`src/hw/lcd_load_pkg.sv`:
```
package lcd_load_pkg;
  localparam int WORD_NORMAL = 40;
  localparam int WORD_COL_ONLY = 48;
  localparam int SHIFT_LEN = 48;
  localparam int RAM_ROWS = 8;
  localparam int RAM_WIDTH = 40;
  localparam int ADDR_BITS_COL_ONLY = 8;
  localparam int TAP_NORMAL = 39;
  localparam int TAP_COL_ONLY = 47;
  localparam int FIFO_DEPTH = 32;
  localparam int FIFO_WIDTH = 48;
  localparam int CLK_DIV_HALF = 4;
  localparam logic [5:0] RESET_COUNT = 6'h00;
  typedef enum logic [1:0] {
    host_idle = 2'b00,
    host_shift = 2'b01,
    host_latch = 2'b10,
    host_gap = 2'b11
  } host_state_type;
endpackage

```
`src/hw/lcd_link_if.sv`:
```
interface lcd_link_if;
  logic serial_clk;
  logic serial_in;
  logic serial_out;
  logic latch_pulse;
  logic col_only_n;
  modport device (
    input serial_clk,
    input serial_in,
    input latch_pulse,
    input col_only_n,
    output serial_out
  );
  modport host (
    output serial_clk,
    output serial_in,
    output latch_pulse,
    output col_only_n,
    input serial_out
  );
endinterface

```
`src/hw/lcd_load_host.sv`:
```
module lcd_load_host (
  // Clock and reset.
  input wire logic clk_sys,
  input wire logic arst_n,
  // Word stream from the user.
  input wire logic word_valid,
  output logic word_ready,
  input wire logic [lcd_load_pkg::FIFO_WIDTH-1:0] word_data,
  input wire logic word_col_only,
  // Link.
  lcd_link_if.host link
);
  import lcd_load_pkg::*;
  logic fifo_valid;
  logic fifo_pop;
  logic [FIFO_WIDTH-1:0] fifo_data;
  host_state_type state;
  logic [FIFO_WIDTH-1:0] shreg;
  logic [5:0] bit_cnt;
  logic [5:0] div_cnt;
  logic sclk;
  logic sdata;
  logic latch;
  logic col_only_n;

  lcd_word_fifo #(.WIDTH(FIFO_WIDTH), .DEPTH(FIFO_DEPTH)) u_fifo (
    .clk_sys(clk_sys),
    .arst_n(arst_n),
    .in_valid(word_valid),
    .in_ready(word_ready),
    .in_data(word_data),
    .out_valid(fifo_valid),
    .out_ready(fifo_pop),
    .out_data(fifo_data)
  );

  assign fifo_pop = (state == host_idle) && fifo_valid;
  assign link.serial_clk = sclk;
  assign link.serial_in = sdata;
  assign link.latch_pulse = latch;
  assign link.col_only_n = col_only_n;

  // The host presents data on the rising serial clock edge so the device,
  // which samples on the falling edge, sees a full half period of setup.
  always_ff @(posedge clk_sys or negedge arst_n) begin
    if (!arst_n) begin
      state <= host_idle;
      shreg <= '0;
      bit_cnt <= RESET_COUNT;
      div_cnt <= RESET_COUNT;
      sclk <= 1'b0;
      sdata <= 1'b0;
      latch <= 1'b0;
      col_only_n <= 1'b1;
    end else begin
      unique case (state)
        host_idle: begin
          sclk <= 1'b0;
          latch <= 1'b0;
          div_cnt <= RESET_COUNT;
          if (fifo_valid) begin
            col_only_n <= !word_col_only;
            shreg <= word_col_only ? fifo_data : {fifo_data[WORD_NORMAL-1:0], 8'h00};
            bit_cnt <= word_col_only ? 6'(WORD_COL_ONLY) : 6'(WORD_NORMAL);
            state <= host_shift;
          end
        end
        host_shift: begin
          if (div_cnt == 6'(CLK_DIV_HALF - 1)) begin
            div_cnt <= RESET_COUNT;
            sclk <= !sclk;
            if (!sclk) begin
              sdata <= shreg[FIFO_WIDTH-1];
              shreg <= {shreg[FIFO_WIDTH-2:0], 1'b0};
            end else begin
              bit_cnt <= bit_cnt - 6'h01;
              if (bit_cnt == 6'h01) begin
                state <= host_latch;
              end
            end
          end else begin
            div_cnt <= div_cnt + 6'h01;
          end
        end
        host_latch: begin
          latch <= 1'b1;
          div_cnt <= div_cnt + 6'h01;
          if (div_cnt == 6'(2 * CLK_DIV_HALF)) begin
            div_cnt <= RESET_COUNT;
            latch <= 1'b0;
            state <= host_gap;
          end
        end
        host_gap: begin
          div_cnt <= div_cnt + 6'h01;
          if (div_cnt == 6'(2 * CLK_DIV_HALF)) begin
            div_cnt <= RESET_COUNT;
            state <= host_idle;
          end
        end
      endcase
    end
  end
endmodule

```
`src/hw/lcd_word_fifo.sv`:
```
module lcd_word_fifo #(
  parameter int WIDTH = 48,
  parameter int DEPTH = 32
) (
  // Clock and reset.
  input wire logic clk_sys,
  input wire logic arst_n,
  // Fill side.
  input wire logic in_valid,
  output logic in_ready,
  input wire logic [WIDTH-1:0] in_data,
  // Drain side.
  output logic out_valid,
  input wire logic out_ready,
  output logic [WIDTH-1:0] out_data
);
  localparam int AW = $clog2(DEPTH);
  logic [WIDTH-1:0] mem [DEPTH];
  logic [AW:0] wr_ptr;
  logic [AW:0] rd_ptr;
  logic push;
  logic pop;
  logic [AW:0] next_wr_ptr;
  logic [AW:0] next_rd_ptr;
  assign next_wr_ptr = push ? wr_ptr + 1'b1 : wr_ptr;
  assign next_rd_ptr = pop ? rd_ptr + 1'b1 : rd_ptr;
  // Ready is registered so that the owner can hand it out straight from a flop.
  always_ff @(posedge clk_sys or negedge arst_n) begin
    if (!arst_n) begin
      in_ready <= 1'b1;
    end else begin
      in_ready <= (next_wr_ptr - next_rd_ptr) != (AW + 1)'(DEPTH);
    end
  end
  assign out_valid = wr_ptr != rd_ptr;
  assign out_data = mem[rd_ptr[AW-1:0]];
  assign push = in_valid && in_ready;
  assign pop = out_valid && out_ready;
  always_ff @(posedge clk_sys) begin
    if (push) begin
      mem[wr_ptr[AW-1:0]] <= in_data;
    end
  end
  always_ff @(posedge clk_sys or negedge arst_n) begin
    if (!arst_n) begin
      wr_ptr <= '0;
    end else if (push) begin
      wr_ptr <= wr_ptr + 1'b1;
    end
  end
  always_ff @(posedge clk_sys or negedge arst_n) begin
    if (!arst_n) begin
      rd_ptr <= '0;
    end else if (pop) begin
      rd_ptr <= rd_ptr + 1'b1;
    end
  end
endmodule

```
`src/flat_wrapper.sv`:
```
// flat-port wrapper written by rule: the top's interface ports become plain ports
module lcd_load_host_flat import lcd_load_pkg::*;
  (clk_sys, arst_n, word_valid, word_ready, word_data, word_col_only, link_serial_clk, link_serial_in, link_latch_pulse, link_col_only_n, link_serial_out);
  lcd_link_if link_i ();
  input wire logic clk_sys;
  input wire logic arst_n;
  input wire logic word_valid;
  output logic word_ready;
  input wire logic [lcd_load_pkg::FIFO_WIDTH-1:0] word_data;
  input wire logic word_col_only;
  output wire logic [$bits(link_i.serial_clk)-1:0] link_serial_clk;
  output wire logic [$bits(link_i.serial_in)-1:0] link_serial_in;
  output wire logic [$bits(link_i.latch_pulse)-1:0] link_latch_pulse;
  output wire logic [$bits(link_i.col_only_n)-1:0] link_col_only_n;
  input wire logic [$bits(link_i.serial_out)-1:0] link_serial_out;
  assign link_serial_clk = link_i.serial_clk;
  assign link_serial_in = link_i.serial_in;
  assign link_latch_pulse = link_i.latch_pulse;
  assign link_col_only_n = link_i.col_only_n;
  assign link_i.serial_out = link_serial_out;
  lcd_load_host u_core (.clk_sys(clk_sys), .arst_n(arst_n), .word_valid(word_valid), .word_ready(word_ready), .word_data(word_data), .word_col_only(word_col_only), .link(link_i));
endmodule
```
`config.mk`:
```
export PLATFORM = sky130hd
export DESIGN_NAME = lcd_load_host_flat
export DESIGN_NICKNAME = d
export VERILOG_FILES = /design/src/hw/lcd_load_pkg.sv /design/src/hw/lcd_link_if.sv /design/src/hw/lcd_load_host.sv /design/src/hw/lcd_word_fifo.sv /design/src/flat_wrapper.sv
export SDC_FILE = /design/constraint.sdc
export NUM_CORES = 1
export LEC_CHECK = 0
export ABC_AREA = 0
export ABC_CLOCK_PERIOD_IN_PS = 11900
export BUFFER_PORTS_ARGS = -buffer_cell sky130_fd_sc_hd__buf_4
export CORE_MARGIN = 2
export CORE_UTILIZATION = 50
export DETAILED_ROUTE_END_ITERATION = 16
export GPL_ROUTABILITY_DRIVEN = 0
export PLACE_DENSITY = 0.65
export RECOVER_POWER = 100
export SYNTH_ARGS = -nofsm -noshare
export SYNTH_HDL_FRONTEND = slang
export SYNTH_HIERARCHICAL = 1
export SYNTH_SLANG_ARGS = --single-unit
export TNS_END_PERCENT = 20
```
`constraint.sdc`:
```
create_clock -name clk_sys -period 11.9 [get_ports clk_sys]
set_input_delay 1.19 -clock clk_sys [delete_from_list [all_inputs] [get_ports clk_sys]]
set_output_delay 1.19 -clock clk_sys [all_outputs]
set_load 0.03 [all_outputs]
```
# Word level (Yosys, flattened, before mapping)
# Memories as Yosys holds them, arrays and structs flattened.
# Index checks and enable logic that the tools add are counted.
dict set report word_totals {
  ff_bits 79
  ramBits 1536
  inputBits 53
  output_inout_bits 5
  mem_count 1
}
# memory words word_bits rd rd_ports_with_merged_regs write_ports line_no
set mem_list {}
lappend mem_list {u_core.u_fifo.mem 32 48 1 0 1 lcd_word_fifo.sv:18} ;# logic [WIDTH-1:0] mem [DEPTH];
dict set report op_classes {
  add_sub_neg 5
  n_eq_ne 15
  n_mux 28
  n_bitwise 1
  n_reduce_logical 15
}
# op count
set ops {}
lappend ops {{$mux W48} 4}
lappend ops {{$pmux W48 S2} 1}
lappend ops {{$mux W6} 7}
lappend ops {{$add A6 B1 Y6 const B} 3}
lappend ops {{$pmux W6 S3} 1}
lappend ops {{$mux W2} 6}
lappend ops {{$ne A2 B1 Y1 const B} 6}
lappend ops {{$pmux W6 S2} 1}
lappend ops {{$pmux W2 S4} 1}
lappend ops {{$reduce_and A4 Y1} 2}
lappend ops {{$eq A6 B1 Y1 const B} 1}
lappend ops {{$eq A6 B2 Y1 const B} 1}
lappend ops {{$eq A6 B4 Y1 const B} 1}
lappend ops {{$ne A6 B6 Y1} 1}
lappend ops {{$ne A6 B6 Y1 const B} 1}
lappend ops {{$reduce_and A6 Y1} 1}
lappend ops {{$sub A6 B1 Y6 const B} 1}
lappend ops {{$sub A6 B6 Y6} 1}
lappend ops {{$mux W5} 1}
lappend ops {{$eq A2 B2 Y1 const B} 2}
lappend ops {{$mux W1} 4}
lappend ops {{$pmux W1 S2} 2}
lappend ops {{$reduce_and A2 Y1} 2}
lappend ops {{$reduce_bool A2 Y1} 2}
lappend ops {{8 further kinds} 11}

# Logic depth before layout (Yosys ltp)
# Gate-level depths: netlist of run 1.
dict set report logic_depth {
  ltp_word 6
  mapped_depth 16
  depth_no_buf 13
}

# Modules after synthesis
# The synthesis of run 1 kept the hierarchy.
# mod n_inst cells_each area_per_inst_um2 seq_area_each_um2
set by_module_without_submodules {}
lappend by_module_without_submodules {lcd_word_fifo 1 2320 59174.3 46450.8}
lappend by_module_without_submodules {lcd_load_host 1 389 3778.6 1652.8}

# Least setup slack after synthesis of run 1
# Ideal clock, no wire load.
dict set report synth_path {
  kind {input to register}
  start {input word_valid}
  end {memory u_core.u_fifo.mem[23][0], enable pin}
  arrival_ns 5.298
  required_time_ns 11.377
  path_slack_ns 6.079
  cell_stages 4
  path_buffers 1
  cell_sequence {and2_1 clkbuf_1 nand3_1 nor3b_1}
}
dict set report synth_between {
  elab_chain_cells 3
}
# item line_no
set synth_lines {}
lappend synth_lines {{from (decl)} flat_wrapper.sv:7} ;# input wire logic word_valid;
lappend synth_lines {{$logic_and A1 B1 Y1} lcd_word_fifo.sv:37} ;# assign push = in_valid && in_ready;
lappend synth_lines {{$mux W1} lcd_word_fifo.sv:40} ;# if (push) begin
lappend synth_lines {{$mux W1 (implied by the code)} lcd_word_fifo.sv:41} ;# mem[wr_ptr[AW-1:0]] <= in_data;
lappend synth_lines {{to (decl)} lcd_word_fifo.sv:18}
# Every way passes these cells.

# Worst setup path in the final report of run 1
dict set report layout_path {
  start {register u_core.u_fifo.in_ready}
  end {memory u_core.u_fifo.mem[26][5], enable pin}
}
dict set report layout_between {
  elab_chain_cells 3
}
# item line_no
set layout_lines {}
lappend layout_lines {{from (decl)} lcd_word_fifo.sv:10} ;# output logic in_ready,
lappend layout_lines {{from (signal assigned)} lcd_word_fifo.sv:32} ;# in_ready <= (next_wr_ptr - next_rd_ptr) != (AW + 1)'(DEPTH);
lappend layout_lines {{$logic_and A1 B1 Y1} lcd_word_fifo.sv:37}
lappend layout_lines {{$mux W1} lcd_word_fifo.sv:40}
lappend layout_lines {{$mux W1 (implied by the code)} lcd_word_fifo.sv:41}
# Every way passes these cells.

==> results.py, run 1 <==
metrics = {
    "power": {
        "max-vdd-ir-drop_uv": 148,
        "leakage_nw": 21.7,
        "power_mw": 12.5,
        "p_per_area_nw_per_um2": 178,
    },
    "logic_synthesis": {
        "synth-simple-area-share_pct": 1.02,
        "yosys.area.top_type": "edfxtp_1",
        "syn_nets": 2781,
        "synthCells": 2709,
        "synthAdderAreaFrac_pct": 0.378,
        "yosysSeqAreaShare_pct": 76.4,
        "avgSynthCellArea_um2": 23.2,
        "async_flop_share_pct": 4.89,
        "synth.most_common_cell": "edfxtp_1",
        "synth_top_family_by_area": "multiplexers",
        "synthXorXnorAreaFrac_pct": 0.306,
        "synth_compound_area_share_pct": 1.69,
        "synth_top_cells_by_count": "1536 x edfxtp_1, 480 x mux4_2, 91 x o22ai_1",
        "synthesis.area_um2": 63000,
        "synth-main-ff-cell": "edfxtp_1",
        "synth-edff-count": 1536,
        "synthMuxAreaShare_pct": 18.9,
        "ys.warnings.count": 6,
        "synth_cell_types": 57,
        "synth_area_leaders": "edfxtp_1 73%, mux4_2 17%, dfrtp_1 3.1%",
        "synth-seq-cells": 1615,
        "synth_top_area_share_pct": 73.3,
    },
    "timing": {
        "worst_pin_slew_ns": 5.16,
        "final-max-slew-violation-count": 1846,
        "relSlewSlack_pct": -244,
        "period_share_pct": 62.3,
        "max_freq_ghz": 0.135,
        "rsz0062_at_grt": "no",
        "setup_viol": 0,
        "hold_viol": 0,
        "timing.final.crit_period_ns": 7.42,
        "fin_skew_ns": 0.0342,
        "fin_tns_setup_ns": 0,
    },
    "grt": {
        "grt_max_degree": 142,
        "antenna_found_initial": 9,
        "grt_pass1_vias": 30000,
        "grt_overflow": 0,
        "gr-usage-all-layers_pct": 23.6,
        "grt_pass1_wl_um": 215000,
    },
    "clocking": {
        "cts_resized": 0,
        "clk_pin_slew_worst_paths_ns": 0.06,
        "clk-insertion-delay-late_ns": 0.80,
        "numCtsBuffers": 162,
        "ctsLongestPathBuffers": 3,
        "cts_tree": "done",
        "cts_setup_buffers": 0,
        "cts_max_level": 4,
        "clock-sinks": 1615,
        "cts_hold_buffers": 0,
        "cts_root_buf": "clkbuf_16",
    },
    "setup_path": {
        "crit_type": "register to register",
        "endpoint": "u_core/u_fifo/mem[26][5]",
        "r2r_cells": 4,
        "crit_path_end_kind": "register",
        "reg2reg_from": "u_core/u_fifo/in_ready",
        "required_ns": 12.18,
        "rrSetupSlack_ns": 4.48,
        "reg2reg_to": "u_core/u_fifo/mem[26][5]",
        "cp_max_fo": 31,
        "arrival_ns": 7.70,
        "critPathLaunch": "u_core/u_fifo/in_ready",
        "start_kind": "register",
    },
    "final_layout": {
        "nets": 2908,
        "register_area_um2": 48100,
        "design_area_um2": 70100,
        "nFillCells": 9073,
        "multi_input_comb_area_um2": 14100,
        "areaGrowthSynthToFinish_pct": 11.4,
        "drive_gt1_share_pct": 27.9,
    },
    "route": {
        "drtAntennaViolNets": 0,
        "vias_per_cell": 6.44,
        "wire_per_inst_um": 32.4,
        "dr.pass1.iters": 8,
        "drt-total-wl_um": 150000,
        "drc_errors": 0,
        "drtIter0Drc": 3346,
        "vias": 29700,
    },
    "floorplan": {
        "num_rows": 130,
        "core_um2": 125000,
        "chipHeight_um": 359,
        "io_pins": 58,
        "start_util_pct": 50.3,
        "die_x_um": 359,
        "die_area_um2": 129000,
    },
    "placement": {
        "place_hpwl_um": 74900,
        "dpl-instance-area_um2": 65500,
        "port_buffers": 56,
    },
    "status": {
        "failed_checks": "capacitance limit, slew limit",
        "outcome": "complete, but fails checks",
    },
    "worst_hold_path": {
        "hold_class": "register to register",
    },
    "run": {
        "max_cap_viol_count": 62,
    },
}
==> cell families after synthesis <==
| group | after synthesis |
|---|---|
| DFF | 1615 |
| adders and majority gates | 19 |
| muxes | 578 |
| xor gates and xnor gates | 22 |
| buffers and inverters | 171 |
| and+or+nand+nor | 129 |
| AOI/OAI and AO/OA | 175 |
==> cells in the final DEF, fill, tap and decap left out, drive strengths merged, types with 3 or more instances in the layout <==
master / instances
edfxtp: 1536
mux4: 480
clkbuf: 294
mux2: 92
o22ai: 91
dfrtp: 77
clkinv: 71
a21oi: 51
nor2: 51
inv: 26
nand2: 22
buf: 20
ha: 19
xnor2: 17
bufinv: 12
nand3: 9
nand4: 9
o21ai: 9
a22oi: 7
clkinvlp: 6
mux2i: 6
xor2: 5
nor3: 5
or3: 4
or2: 4
nor2b: 3
nand3b: 3
or3b: 3
and2: 3
==> stage by stage <==
step	hold slack [ns]	setup slack, ns	cells	util [%]
final	0.494	4.48	4619	56.0
after global routing	0.518	4.16	4617	56.0
after CTS	0.214	6.08	4617	56.4
after detailed placement	0.482	6.11	4322	52.3
after global placement	0.472	6.19	4322	52.3
after floorplan	0.447	6.08	2709	-
==> registers in the layout (all words and copies together), names as in the netlist, 2 cells and up <==
signal / cells
u_core/u_fifo/mem: 1536
u_core/shreg: 48
u_core/bit_cnt: 6
u_core/div_cnt: 6
u_core/u_fifo/rd_ptr: 6
u_core/u_fifo/wr_ptr: 6
u_core/state: 2
==> final cells by class <==
class                      count  area share, %
sequential                  1615           68.6
timing repair buffer         119          0.798
clock inverter               100           1.36
inverter                      15         0.0803
tap                         1650           2.94
multi-input combinational    923           20.2
clock buffer                 195           6.00
antenna                        2        0.00714
==> critical path: stages (launching register included) <==
cell,delay [ns]
dfstp_1,0.58
and2_0,0.47
nand2_1,0.42
nor2_1,2.35
clkbuf_1,2.99
==> power breakdown <==
group	leakage, nW	switching, mW	internal, mW
clock	2.51	2.14	2.81
sequential	14.8	0.0942	6.64
combinational	4.40	0.578	0.214
total	21.7	2.82	9.66
==> layer usage <==
layer | track usage, % | up-vias | part of all wire [%]
li1 | - | 11900 | -
met4 | 6.77 | 0 | 2.5
met1 | 34.0 | 16300 | 41
met2 | 37.7 | 1302 | 49
met5 | 0 | - | 0
met3 | 3.86 | 249 | 7.9
==> worst min path at each step <==
stage                            startpoint                       to  slack (ns)  cells after the start
after CTS                            arst_n  u_core/u_fifo/wr_ptr[2]        0.21                      1
after floorplan           u_core/div_cnt[0]        u_core/div_cnt[0]        0.45                      1
after detailed placement  u_core/div_cnt[0]        u_core/div_cnt[0]        0.48                      1
final                     u_core/div_cnt[0]        u_core/div_cnt[0]        0.49                      1
after global placement    u_core/div_cnt[0]        u_core/div_cnt[0]        0.47                      1
after global routing      u_core/div_cnt[0]        u_core/div_cnt[0]        0.52                      1
Power figures use the tool's default switching activity.
==> run 2, diff against run 1 <==
--- a/config.mk
+++ b/config.mk
@@ -5,8 +5,8 @@
 export SDC_FILE = /design/constraint.sdc
 export NUM_CORES = 1
 export LEC_CHECK = 0
-export ABC_AREA = 0
-export ABC_CLOCK_PERIOD_IN_PS = 11900
+export ABC_AREA = 1
+export ABC_CLOCK_PERIOD_IN_PS = 7000
 export BUFFER_PORTS_ARGS = -buffer_cell sky130_fd_sc_hd__buf_4
 export CORE_MARGIN = 2
 export CORE_UTILIZATION = 50
==> constraint.sdc (replaced) <==
create_clock -name clk_sys -period 7 [get_ports clk_sys]
set_input_delay 0.7 -clock clk_sys [delete_from_list [all_inputs] [get_ports clk_sys]]
set_output_delay 0.7 -clock clk_sys [all_outputs]
set_load 0.03 [all_outputs]
==> run 2 against run 1 <==
Highest routed layer is now met5. The flow still finishes with violations (capacitance limit, slew limit). Largest power group unchanged. Die area rose by 2.6%. Critical path depth rose by 1. Setup slack got worse by 2.9 ns. Critical path type unchanged.
==> results.py, run 2 <==
metrics = {
    "grt": {
        "grt_pass1_vias": 37900,
        "gr-usage-all-layers_pct": 25.4,
        "grt_max_degree": 169,
        "grt_pass1_wl_um": 247000,
        "grt_overflow": 0,
        "antenna_found_initial": 5,
    },
    "clocking": {
        "clk_pin_slew_worst_paths_ns": 0.06,
        "cts_root_buf": "clkbuf_16",
        "ctsLongestPathBuffers": 3,
        "clk-insertion-delay-late_ns": 0.79,
        "cts_setup_buffers": 0,
        "cts_max_level": 4,
        "numCtsBuffers": 163,
        "cts_tree": "done",
        "clock-sinks": 1615,
    },
    "logic_synthesis": {
        "synth-seq-cells": 1615,
        "synth-main-ff-cell": "edfxtp_1",
        "synth-edff-count": 1536,
        "synth_cell_types": 37,
        "avgSynthCellArea_um2": 13.1,
        "synth_top_cells_by_count": "1536 x edfxtp_1, 1033 x nand2_1, 440 x nor2_1",
        "synthesis.area_um2": 64600,
        "synth_area_leaders": "edfxtp_1 71%, nand2_1 6.0%, o21ai_0 3.3%",
        "synth.most_common_cell": "edfxtp_1",
        "yosys.area.top_type": "edfxtp_1",
        "synthCells": 4934,
        "async_flop_share_pct": 4.89,
        "syn_nets": 5006,
        "synth_top_area_share_pct": 71.4,
        "yosysSeqAreaShare_pct": 74.4,
        "ys.warnings.count": 6,
    },
    "timing": {
        "period_share_pct": 77.9,
        "fin_tns_setup_ns": 0,
        "fin_skew_ns": 0.0241,
        "max_freq_ghz": 0.183,
        "hold_viol": 0,
        "relSlewSlack_pct": -242,
        "timing.hold.ws_ns": 0.120,
        "worst_slack_ns": 1.55,
        "setup_viol": 0,
        "worst_pin_slew_ns": 5.13,
        "timing.final.crit_period_ns": 5.45,
        "rsz0062_at_grt": "no",
        "final-max-slew-violation-count": 1296,
    },
    "route": {
        "drc_errors": 0,
        "vias": 40300,
        "drt-total-wl_um": 168000,
        "wire_per_inst_um": 25.0,
        "dr.pass1.iters": 6,
        "vias_per_cell": 6.01,
        "drtAntennaViolNets": 0,
        "drtIter0Drc": 4802,
    },
    "worst_hold_path": {
        "holdPathEnd": "u_core/link.col_only_n",
        "hold_class": "primary input to register",
        "min_from": "word_col_only",
        "min_path_cells": 2,
    },
    "final_layout": {
        "drive_gt1_share_pct": 6.09,
        "final_cell_mix": "1536 x edfxtp_1, 1033 x nand2_1, 475 x o21ai_0",
        "nFillCells": 10200,
        "largest_reg_flops": 1536,
        "final_common_cell": "edfxtp_1",
        "design_area_um2": 71200,
        "areaGrowthSynthToFinish_pct": 10.1,
        "nets": 4985,
    },
    "setup_path": {
        "rrSetupSlack_ns": 1.55,
        "reg2reg_from": "u_core/u_fifo/in_ready",
        "start_kind": "register",
        "crit_type": "register to register",
        "arrival_ns": 5.70,
        "crit_path_end_kind": "register",
        "cp_max_fo": 48,
        "required_ns": 7.25,
        "reg2reg_to": "u_core/u_fifo/mem[4][40]",
        "r2r_cells": 5,
    },
    "power": {
        "leakage_nw": 25.4,
        "power_mw": 21.0,
        "p_per_area_nw_per_um2": 296,
        "max-vdd-ir-drop_uv": 234,
    },
    "status": {
        "outcome": "complete, but fails checks",
        "failed_checks": "capacitance limit, slew limit",
    },
    "placement": {
        "dpl-instance-area_um2": 66500,
        "place_hpwl_um": 78400,
        "port_buffers": 56,
        "dp_slack_ns": 2.85,
    },
    "floorplan": {
        "die_area_um2": 132000,
        "start_util_pct": 50.6,
        "num_rows": 131,
        "io_pins": 58,
        "chipHeight_um": 364,
        "core_um2": 128000,
        "die_x_um": 364,
    },
    "run": {
        "max_cap_viol_count": 46,
    },
}
run 2: area by class of cell:
class / count / area [um2] / share of cell area [%]
sequential: 1615 / 48100 / 67.6
multi-input combinational: 2951 / 14800 / 20.8
clock buffer: 201 / 4240 / 5.96
tap: 1662 / 2080 / 2.92
clock inverter: 94 / 887 / 1.25
timing repair buffer: 129 / 793 / 1.11
inverter: 53 / 241 / 0.339
antenna: 2 / 5.00 / 0.00703
run 2: worst max-delay path by stage:
stage,startpoint,end,cells after the start
global placement,u_core/u_fifo/rd_ptr[0],u_core/shreg[31],10
floorplan,word_valid,u_core/u_fifo/in_ready,12
global route,u_core/u_fifo/in_ready,u_core/u_fifo/mem[20][32],5
finish,u_core/u_fifo/in_ready,u_core/u_fifo/mem[4][40],5
CTS,u_core/u_fifo/rd_ptr[0],u_core/shreg[31],10
detailed placement,u_core/u_fifo/rd_ptr[0],u_core/shreg[31],10
run 2: stage by stage:
step / utilization, % / std cells
floorplan: - / 4934
global placement: 52.0 / 6409
detailed placement: 52.0 / 6409
CTS: 56.1 / 6705
global route: 55.7 / 6707
finish: 55.7 / 6707
run 2: kinds of logic after synthesis:
logic type	after synthesis	synth area share, %
flops	1615	74.4
simple gates	1561	9.28
xor+xnor	11	0.149
fa+ha+maj	19	0.368
buf+inv	368	2.79
compound gates	1168	10.0
mux	192	2.97
run 2: worst max-delay path, cell delays in order (launching register included):
cell and delay, ns:
dfstp_2 0.53, nand2_1 0.13, inv_1 0.18, nand2_1 0.28
nor2_4 0.15, clkbuf_1 3.60
run 2: per-layer routing:
metal | routed length [um] | part of all wire, % | up-vias | GRT usage (%)
met2 | 77900 | 46 | 1812 | 39.7
met5 | 19 | 0.011 | - | 0
li1 | - | - | 18000 | -
met4 | 5220 | 3.1 | 4 | 8.73
met3 | 14600 | 8.7 | 326 | 4.17
met1 | 70000 | 42 | 20200 | 36.5
run 2: power breakdown:
| group | total [mW] | leakage, nW | switching [mW] | internal [mW] |
|---|---|---|---|---|
| clock | 8.42 | 2.47 | 3.60 | 4.83 |
| combinational | 1.23 | 8.16 | 1.01 | 0.221 |
| sequential | 11.4 | 14.8 | 0.129 | 11.3 |
run 2: repair_timing:
item                                   CTS  global route
resized for setup                        0             0
endpoints found under the hold margin   16             0
hold buffers                             1             0
